File: config.mk
export PLATFORM = sky130hd
export DESIGN_NAME = tmcap_timer
export DESIGN_NICKNAME = d
export VERILOG_FILES = /design/src/hdl/tmcap_filter.v /design/src/hdl/tmcap_prescaler.v /design/src/hdl/tmcap_timer.v
export VERILOG_INCLUDE_DIRS = /design/src /design/src/hdl
export SDC_FILE = /design/constraint.sdc
export NUM_CORES = 1
export LEC_CHECK = 0
export BUFFER_PORTS_ARGS = -buffer_cell sky130_fd_sc_hd__buf_2
export CORE_MARGIN = 1.5
export CORE_UTILIZATION = 63
export CTS_BUF_LIST = sky130_fd_sc_hd__clkbuf_16
export CTS_CLUSTER_DIAMETER = 120
export CTS_CLUSTER_SIZE = 20
export DETAILED_ROUTE_END_ITERATION = 7
export GPL_ROUTABILITY_DRIVEN = 0
export HOLD_SLACK_MARGIN = 0.05
export PLACE_DENSITY = 0.95
export SYNTH_ARGS = -nofsm -noshare
export SYNTH_HDL_FRONTEND = slang
export SYNTH_SLANG_ARGS = --single-unit
File: constraint.sdc
create_clock -name clk -period 10.2 [get_ports clk]
set_clock_uncertainty 0.1 [all_clocks]
set_input_delay 0.51 -clock clk [delete_from_list [all_inputs] [get_ports clk]]
set_output_delay 0.51 -clock clk [all_outputs]
set_load 0.005 [all_outputs]
File: src/hdl/tmcap_defines.vh
// constants of the 16-bit timer with input capture
// Behaviour
// - counter ticks only when clock select nonzero
// - prescaled first tick within 1..N cycles
// - free prescaler shared, reset restarts all
// - 16-bit counter clears, increments or decrements
// - low-byte read latches counter high into temp
// - low-byte write loads temp:data at once
// - software counter write beats counting
// - counter accessible with or without tick
// - overflow flag set per waveform mode
// - selected edge copies counter into capture
// - capture flag set with capture copy
// - enabled capture flag requests interrupt, auto-clears
// - writing one clears capture flag
// - capture low read latches high into temp
// - capture writable only in capture-top modes
// - comparator select replaces pin as trigger
// - filter changes after four equal samples
// - filter adds five system cycles delay
// - capture disabled in capture-top modes
// - new capture overwrites unread value
// - one temp byte shared by all 16-bit registers
// - bottom at 0x0000, max at 0xFFFF
`ifndef TMCAP_DEFINES_VH
`define TMCAP_DEFINES_VH

// ***********************************************************
// register byte addresses
// ***********************************************************
`define TMCAP_OFF_CTRLA   8'h00
`define TMCAP_OFF_CTRLB   8'h04
`define TMCAP_OFF_CNTL    8'h08
`define TMCAP_OFF_CNTH    8'h0C
`define TMCAP_OFF_CAPL    8'h10
`define TMCAP_OFF_CAPH    8'h14
`define TMCAP_OFF_STAT    8'h18
`define TMCAP_OFF_IRQEN   8'h1C
`define TMCAP_OFF_CMP     8'h20
`define TMCAP_OFF_PRESRST 8'h24

// ***********************************************************
// field positions
// ***********************************************************
`define TMCAP_B_CS_LO     0
`define TMCAP_B_CS_HI     2
`define TMCAP_B_WGMB_LO   3
`define TMCAP_B_WGMB_HI   4
`define TMCAP_B_EDGE      6
`define TMCAP_B_NFE       7
`define TMCAP_B_WGMA_LO   0
`define TMCAP_B_WGMA_HI   1
`define TMCAP_B_OVF       0
`define TMCAP_B_CAPF      1
`define TMCAP_B_COMPARATOR_CAPTURE_SELECT      0
`define TMCAP_B_PRES      0

// ***********************************************************
// reset values and counts
// ***********************************************************
`define TMCAP_RST_BYTE    8'h00
`define TMCAP_RST_CNT     16'h0000
`define TMCAP_BOTTOM      16'h0000
`define TMCAP_MAX         16'hFFFF
`define TMCAP_FILT_LEN    4
`define TMCAP_PRES_W      10

`endif

File: src/hdl/tmcap_filter.v
// capture input noise filter
`timescale 1ns/1ns
module tmcap_filter #(
  parameter LEN = 4
) (
  // clock and reset
  input  wire clk,
  input  wire rst_n,
  // control
  input  wire enable,
  // signal
  input  wire din,
  output wire dout
);
  reg [LEN-1:0] hist_q;
  reg           filt_q;

  always @(posedge clk or negedge rst_n) begin
    if (!rst_n) begin
      hist_q <= {LEN{1'b0}};
      filt_q <= 1'b0;
    end else begin
      hist_q <= {hist_q[LEN-2:0], din};
      // output follows only when all samples agree
      if (&hist_q) begin
        filt_q <= 1'b1;
      end else if (~|hist_q) begin
        filt_q <= 1'b0;
      end
    end
  end

  // filtered path is on the system clock, adding the sample delay
  assign dout = enable ? filt_q : din;
endmodule // tmcap_filter

File: src/hdl/tmcap_prescaler.v
// free-running shared prescaler with tick taps
`timescale 1ns/1ns
module tmcap_prescaler #(
  parameter WIDTH = 10
) (
  // clock and reset
  input  wire clk,
  input  wire rst_n,
  // control
  input  wire presReset,
  // tick taps
  output wire tap8,
  output wire tap64,
  output wire tap256,
  output wire tap1024
);
  reg [WIDTH-1:0] divCnt_q;

  // runs regardless of any clock select; reset restarts every tap
  always @(posedge clk or negedge rst_n) begin
    if (!rst_n) begin
      divCnt_q <= {WIDTH{1'b0}};
    end else if (presReset) begin
      divCnt_q <= {WIDTH{1'b0}};
    end else begin
      divCnt_q <= divCnt_q + {{(WIDTH-1){1'b0}}, 1'b1};
    end
  end

  // a tap pulses once each N cycles; first tick lands 1..N after enable
  assign tap8    = &divCnt_q[2:0];
  assign tap64   = &divCnt_q[5:0];
  assign tap256  = &divCnt_q[7:0];
  assign tap1024 = &divCnt_q[9:0];
endmodule // tmcap_prescaler

File: src/hdl/tmcap_timer.v
// 16-bit timer counter with input capture behind an APB slave
//
// Our own choices: the placing of the registers and the APB register port.
`timescale 1ns/1ns
`include "tmcap_defines.vh"
module tmcap_timer (
  // clock and reset
  input  wire        clk,
  input  wire        rst_n,
  // apb slave
  input  wire        psel,
  input  wire        penable,
  input  wire        pwrite,
  input  wire [7:0]  paddr,
  input  wire [31:0] pwdata,
  output wire        pready,
  output reg  [31:0] prdata,
  output wire        pslverr,
  // pins and comparator
  input  wire        capturePin,
  input  wire        comparatorOutput,
  input  wire        externalCountPin,
  // status
  output wire        overflowIrq,
  output wire        captureIrq,
  output wire        bottomFlag,
  output wire        maxFlag,
  input  wire        captureIrqAck
);
  // ***********************************************************
  // registers
  // ***********************************************************
  reg  [7:0]  ctrlA_q;
  reg  [7:0]  ctrlB_q;
  reg  [15:0] count_q;
  reg  [15:0] capture_q;
  reg  [7:0]  temp_q;
  reg         ovf_q;
  reg         capF_q;
  reg  [1:0]  irqEn_q;
  reg         comparator_capture_select_q;
  reg         extSync_q;
  reg         extPrev_q;
  reg         trigPrev_q;
  reg  [15:0] count_d;

  wire [2:0]  clockSourceSelect = ctrlB_q[`TMCAP_B_CS_HI:`TMCAP_B_CS_LO];
  wire [3:0]  waveformModeSelect = {ctrlB_q[`TMCAP_B_WGMB_HI:`TMCAP_B_WGMB_LO],
                                    ctrlA_q[`TMCAP_B_WGMA_HI:`TMCAP_B_WGMA_LO]};
  wire        noiseFilterEnable = ctrlB_q[`TMCAP_B_NFE];
  wire        edgeRising        = ctrlB_q[`TMCAP_B_EDGE];

  // ***********************************************************
  // apb decode
  // ***********************************************************
  wire access  = psel & penable;
  wire wrEn    = access & pwrite;
  // read side effects on the setup edge, where prdata samples the same count
  wire rdEn    = psel & ~penable & ~pwrite;

  function hit;
    input [7:0] a;
    input [7:0] off;
    begin
      hit = (a == off);
    end
  endfunction

  function capTopMode;
    input [3:0] m;
    begin
      capTopMode = (m == 4'h8) | (m == 4'hA) | (m == 4'hC) | (m == 4'hE);
    end
  endfunction

  function dualSlope;
    input [3:0] m;
    begin
      dualSlope = (m >= 4'h1 && m <= 4'h3) || (m >= 4'h8 && m <= 4'hB);
    end
  endfunction

  function known;
    input [7:0] a;
    begin
      known = hit(a, `TMCAP_OFF_CTRLA) | hit(a, `TMCAP_OFF_CTRLB) |
              hit(a, `TMCAP_OFF_CNTL) | hit(a, `TMCAP_OFF_CNTH) |
              hit(a, `TMCAP_OFF_CAPL) | hit(a, `TMCAP_OFF_CAPH) |
              hit(a, `TMCAP_OFF_STAT) | hit(a, `TMCAP_OFF_IRQEN) |
              hit(a, `TMCAP_OFF_CMP) | hit(a, `TMCAP_OFF_PRESRST);
    end
  endfunction

  assign pready  = 1'b1;
  assign pslverr = access & ~known(paddr);

  wire wrCntL  = wrEn & hit(paddr, `TMCAP_OFF_CNTL);
  wire rdCntL  = rdEn & hit(paddr, `TMCAP_OFF_CNTL);
  wire wrCapL  = wrEn & hit(paddr, `TMCAP_OFF_CAPL);
  wire rdCapL  = rdEn & hit(paddr, `TMCAP_OFF_CAPL);
  wire wrHigh  = wrEn & (hit(paddr, `TMCAP_OFF_CNTH) | hit(paddr, `TMCAP_OFF_CAPH));
  wire capTop  = capTopMode(waveformModeSelect);
  wire presRst = wrEn & hit(paddr, `TMCAP_OFF_PRESRST) & pwdata[`TMCAP_B_PRES];

  // ***********************************************************
  // clock select
  // ***********************************************************
  wire tap8;
  wire tap64;
  wire tap256;
  wire tap1024;

  tmcap_prescaler #(
    .WIDTH (`TMCAP_PRES_W)
  ) uPres (
    .clk       (clk),
    .rst_n     (rst_n),
    .presReset (presRst),
    .tap8      (tap8),
    .tap64     (tap64),
    .tap256    (tap256),
    .tap1024   (tap1024)
  );

  reg timerTick;
  always @* begin
    case (clockSourceSelect)
      3'h0:    timerTick = 1'b0;
      3'h1:    timerTick = 1'b1;
      3'h2:    timerTick = tap8;
      3'h3:    timerTick = tap64;
      3'h4:    timerTick = tap256;
      3'h5:    timerTick = tap1024;
      3'h6:    timerTick = extPrev_q & ~extSync_q;
      3'h7:    timerTick = ~extPrev_q & extSync_q;
      default: timerTick = 1'b0;
    endcase
  end

  // ***********************************************************
  // counter
  // ***********************************************************
  reg  dirDown_q;
  wire atBottom = (count_q == `TMCAP_BOTTOM);
  wire atMax    = (count_q == `TMCAP_MAX);
  wire [15:0] topVal = capTop ? capture_q : `TMCAP_MAX;
  wire atTop    = (count_q == topVal);
  wire dual     = dualSlope(waveformModeSelect);

  assign bottomFlag = atBottom;
  assign maxFlag    = atMax;

  reg ovfSet;
  always @* begin
    count_d = count_q;
    ovfSet  = 1'b0;
    if (wrCntL) begin
      count_d = {temp_q, pwdata[7:0]};
    end else if (timerTick) begin
      if (dual) begin
        count_d = dirDown_q ? count_q - 16'h0001 : count_q + 16'h0001;
        ovfSet  = dirDown_q & (count_q == 16'h0001);
      end else if (atTop) begin
        count_d = `TMCAP_BOTTOM;
        ovfSet  = 1'b1;
      end else begin
        count_d = count_q + 16'h0001;
      end
    end
  end

  always @(posedge clk or negedge rst_n) begin
    if (!rst_n) begin
      count_q   <= `TMCAP_RST_CNT;
      dirDown_q <= 1'b0;
    end else begin
      count_q <= count_d;
      if (!wrCntL && timerTick && dual) begin
        if (count_d == topVal) begin
          dirDown_q <= 1'b1;
        end else if (count_d == `TMCAP_BOTTOM) begin
          dirDown_q <= 1'b0;
        end
      end
    end
  end

  // ***********************************************************
  // capture path
  // ***********************************************************
  wire trigRaw = comparator_capture_select_q ? comparatorOutput : capturePin;
  wire trigFilt;

  tmcap_filter #(
    .LEN (`TMCAP_FILT_LEN)
  ) uFilt (
    .clk    (clk),
    .rst_n  (rst_n),
    .enable (noiseFilterEnable),
    .din    (trigRaw),
    .dout   (trigFilt)
  );

  wire edgeSeen = edgeRising ? (trigFilt & ~trigPrev_q)
                             : (~trigFilt & trigPrev_q);
  wire capEvent = edgeSeen & ~capTop;

  always @(posedge clk or negedge rst_n) begin
    if (!rst_n) begin
      extSync_q  <= 1'b0;
      extPrev_q  <= 1'b0;
      trigPrev_q <= 1'b0;
      capture_q  <= `TMCAP_RST_CNT;
    end else begin
      extSync_q  <= externalCountPin;
      extPrev_q  <= extSync_q;
      trigPrev_q <= trigFilt;
      if (capEvent) begin
        capture_q <= count_q;
      end else if (wrCapL && capTop) begin
        capture_q <= {temp_q, pwdata[7:0]};
      end
    end
  end

  // ***********************************************************
  // control, flags and shared temp
  // ***********************************************************
  wire statWr = wrEn & hit(paddr, `TMCAP_OFF_STAT);

  always @(posedge clk or negedge rst_n) begin
    if (!rst_n) begin
      ctrlA_q <= `TMCAP_RST_BYTE;
      ctrlB_q <= `TMCAP_RST_BYTE;
      irqEn_q <= 2'h0;
      comparator_capture_select_q  <= 1'b0;
      temp_q  <= `TMCAP_RST_BYTE;
      ovf_q   <= 1'b0;
      capF_q  <= 1'b0;
    end else begin
      if (wrEn && hit(paddr, `TMCAP_OFF_CTRLA)) begin
        ctrlA_q <= pwdata[7:0];
      end
      if (wrEn && hit(paddr, `TMCAP_OFF_CTRLB)) begin
        ctrlB_q <= pwdata[7:0];
      end
      if (wrEn && hit(paddr, `TMCAP_OFF_IRQEN)) begin
        irqEn_q <= pwdata[1:0];
      end
      if (wrEn && hit(paddr, `TMCAP_OFF_CMP)) begin
        comparator_capture_select_q <= pwdata[`TMCAP_B_COMPARATOR_CAPTURE_SELECT];
      end
      // one temp byte for all 16-bit registers
      if (wrHigh) begin
        temp_q <= pwdata[7:0];
      end else if (rdCntL) begin
        temp_q <= count_q[15:8];
      end else if (rdCapL) begin
        temp_q <= capture_q[15:8];
      end
      // set wins over clear
      if (ovfSet && timerTick && !wrCntL) begin
        ovf_q <= 1'b1;
      end else if (statWr && pwdata[`TMCAP_B_OVF]) begin
        ovf_q <= 1'b0;
      end
      if (capEvent) begin
        capF_q <= 1'b1;
      end else if ((statWr && pwdata[`TMCAP_B_CAPF]) ||
                   (captureIrqAck && irqEn_q[1])) begin
        capF_q <= 1'b0;
      end
    end
  end

  assign overflowIrq = ovf_q & irqEn_q[0];
  assign captureIrq  = capF_q & irqEn_q[1];

  // ***********************************************************
  // read data
  // ***********************************************************
  always @(posedge clk or negedge rst_n) begin
    if (!rst_n) begin
      prdata <= 32'h00000000;
    end else if (psel && !penable && !pwrite) begin
      case (paddr)
        `TMCAP_OFF_CTRLA: prdata <= {24'h000000, ctrlA_q};
        `TMCAP_OFF_CTRLB: prdata <= {24'h000000, ctrlB_q};
        `TMCAP_OFF_CNTL:  prdata <= {24'h000000, count_q[7:0]};
        `TMCAP_OFF_CNTH:  prdata <= {24'h000000, temp_q};
        `TMCAP_OFF_CAPL:  prdata <= {24'h000000, capture_q[7:0]};
        `TMCAP_OFF_CAPH:  prdata <= {24'h000000, temp_q};
        `TMCAP_OFF_STAT:  prdata <= {30'h00000000, capF_q, ovf_q};
        `TMCAP_OFF_IRQEN: prdata <= {30'h00000000, irqEn_q};
        `TMCAP_OFF_CMP:   prdata <= {31'h00000000, comparator_capture_select_q};
        default:          prdata <= 32'h00000000;
      endcase
    end
  end
endmodule // tmcap_timer

==> flow_metrics.py <==
metrics = {
    "global_routing": {
        "grt_pass1_vias": 5714,
        "grt_pass1_wl_um": 28400,
        "use_met3_pct": 8.29,
        "antenna_found_initial": 0,
        "overflow": 0,
        "grt_max_degree": 89,
        "use_met2_pct": 57.7,
        "top_usage_layer": "met2",
        "grt.total_usage_pct": 36.6,
        "grt_use_met1_pct": 45.7,
    },
    "logic_synthesis": {
        "synth_cell_type_count": 71,
        "ys_top_cells_by_area": "dfrtp_1 (37%), nand2_1 (5.0%), mux2_2 (4.4%)",
        "avgSynthCellArea_sq_um": 8.82,
        "yosysSeqAreaShare_pct": 37.5,
        "synth-main-ff-cell": "dfrtp_1",
        "yosysTopAreaCell": "dfrtp_1",
        "postSynthCellCount": 666,
        "synth_warnings": 0,
        "syn_area_sq_mm": 0.00588,
        "synthArstFlopShare_pct": 100,
        "ys_seq_elements": 88,
        "synth_edf_count": 0,
        "yosysTopAreaCellShare_pct": 37.5,
    },
    "die": {
        "die_area_sq_mm": 0.00992,
        "fp.dieW_um": 99.6,
        "fp.dieH_um": 99.6,
        "core_area_sq_mm": 0.00915,
        "ios": 87,
        "start_util_pct": 64.2,
        "fp-row-count": 35,
    },
    "sta": {
        "finalCritPeriodShare_pct": 41.3,
        "slew_viol_final": 0,
        "min_period_ns": 4.21,
        "finalHoldViolCount": 0,
        "tightest_slew_ns": 1.29,
        "setup_tns_ns": 0,
        "rsz0062_at_grt": "false",
        "clock.fmax_mhz": 237,
        "slew_headroom_pct": 14.0,
        "setup_viol": 0,
    },
    "detailed_routing": {
        "wl_per_cell_um": 22.2,
        "route.vias.total": 5857,
        "drt_iter0_drc": 939,
        "drtPass1Iterations": 7,
        "drtAntennaViolNets": 0,
        "wl_um": 17700,
        "viasPerCell": 7.35,
        "drc": 0,
    },
    "cts": {
        "cts_hold_buf": 0,
        "post-cts-setup-buffers": 0,
        "clock_path_buffers": 2,
        "cts-htree-levels": 3,
        "clock_latency_ns": 0.34,
        "clk_pin_slew_ns": 0.06,
        "cts_root_buf": "clkbuf_16",
        "cts_sinks": 88,
        "cts_buffers": 9,
        "post_cts_resized": 0,
        "cts_tree": "done",
    },
    "setup_path": {
        "cp_slowest_cell": "and2b_1",
        "crit_type": "flip-flop to flip-flop",
        "worstPathRequired_ns": 10.33,
        "cp.arrival_ns": 4.34,
        "cp_max_fo": 22,
        "crit_path_max_incr_delay_ns": 0.77,
        "crit_chain": "and2b_1, o21ai_0, a22o_1, nor4_4, nand2_2, a211oi_1, a21oi_1, or4_1, o31a_1, a31o_1",
        "worst_setup_path_end_kind": "flip-flop",
        "startpoint_type": "flip-flop",
    },
    "status": {
        "outcome": "completed",
    },
    "place": {
        "hpwl_um": 12100,
        "io_buffers": 37,
        "placed_area_sq_mm": 0.00602,
    },
    "flow_run": {
        "maxCapViolCount": 0,
    },
    "cells_and_area": {
        "drive_gt1_share_pct": 14.7,
        "nFillCells": 638,
        "final_area_sq_mm": 0.00631,
        "seq_area_sq_mm": 0.00220,
        "multi_input_area_sq_mm": 0.00337,
        "layout.nets": 736,
        "antenna-diode-count": 0,
        "area_growth_pct": 7.39,
    },
    "power": {
        "powerDensity_mw_per_mm2": 154,
        "vdd_drop_max_mv": 0.120,
        "p_leak_nw": 2.73,
    },
    "worst_hold_path": {
        "hold_class": "input pin to flip-flop",
    },
}
-- cell families after synthesis --
kind of cell,Yosys count,share of synthesized area [%]
buf+inv,80,6.86
flops,88,37.5
fa+ha+maj,6,1.28
compound gates,150,19.3
xor+xnor,17,2.53
simple gates,284,25.3
mux,39,7.15
other cells,2,0.128
-- cell usage in the layout (no fill, tap or decap), types with 19 or more instances in the layout --
master / count
o21ai_0: 19
nand2_1: 78
a22oi_1: 28
a21oi_1: 20
nor3_1: 28
buf_2: 36
mux2_2: 23
dfrtp_1: 88
nor2_1: 50
conb_1: 25
nand3_1: 24
-- flip-flops by register name, indices dropped and copies added, names as in the netlist --
name                         flops
uFilt.hist_q                     4
irqEn_q                          2
prdata                           8
dirDown_q                        1
capF_q                           1
ovf_q                            1
capture_q                       16
ctrlA_q                          8
extSync_q                        1
trigPrev_q                       1
ctrlB_q                          8
extPrev_q                        1
count_q                         16
comparator_capture_select_q      1
uPres.divCnt_q                  10
uFilt.filt_q                     1
temp_q                           8
-- report_power, final --
group	internal [W]	total (W)	switching, W
clock network	0.000188	0.000326	0.000138
logic	0.0000845	0.000205	0.000121
registers	0.000383	0.000439	0.0000559
total	0.000655	0.000970	0.000315
-- critical path: cells and delay by family (launching register included) --
family | cells | cell delay (ns)
AND/OR/NAND/NOR | 4 | 2.02
AO/OA/AOI/OAI | 6 | 1.55
flip-flops | 1 | 0.43
-- layout make-up --
cell class                      instances  area share (%)
Clock buffer                            9            3.57
Inverter                               16           0.952
Timing Repair Buffer                   45            3.93
Tap cell                              111            2.20
Clock inverter                          7           0.991
Sequential cell                        88            34.9
Multi-Input combinational cell        521            53.5
-- cells in the mapped netlist (19+ instances only) --
cell type / count
mux2_2: 23
nand2_1: 78
clkbuf_1: 32
nand3_1: 24
nor3_1: 29
nor2_1: 50
dfrtp_1: 88
buf_4: 25
o21ai_0: 19
a21oi_1: 20
a22oi_1: 28
-- per-layer routing --
| layer | wire length (um) | part of all wire [%] |
|---|---|---|
| met5 | 0 | 0 |
| met4 | 1220 | 6.9 |
| met3 | 2350 | 13 |
| met2 | 8040 | 45 |
| met1 | 6100 | 34 |
-- metrics by stage --
step | total power, W | cells | hold slack, ns | util, % | worst slack (ns)
floorplan | 0.000572 | 689 | 0.114 | - | 6.75
detailed placement | 0.000637 | 781 | 0.285 | 65.8 | 6.18
global placement | 0.000623 | 781 | 0.267 | 65.8 | 6.28
finish | 0.000970 | 797 | 0.175 | 69.0 | 5.99
CTS | 0.000959 | 797 | 0.173 | 69.0 | 6.15
global route | 0.00100 | 797 | 0.172 | 69.0 | 5.79
-- worst paths after layout --
check / to / from / slack (ns) / cells after the start
setup reg to reg: dirDown_q / ctrlA_q[0] / 5.99 / 10
setup / recovery: dirDown_q / ctrlA_q[0] / 5.99 / 10
min in group asynchronous: count_q[15] / rst_n / 0.24 / 1
hold reg to reg: uFilt.hist_q[2] / uFilt.hist_q[1] / 0.29 / 0
max in group asynchronous: capture_q[6] / rst_n / 9.00 / 1
hold / removal: extSync_q / externalCountPin / 0.18 / 1
No activity file was read; power rests on OpenSTA's default activity.
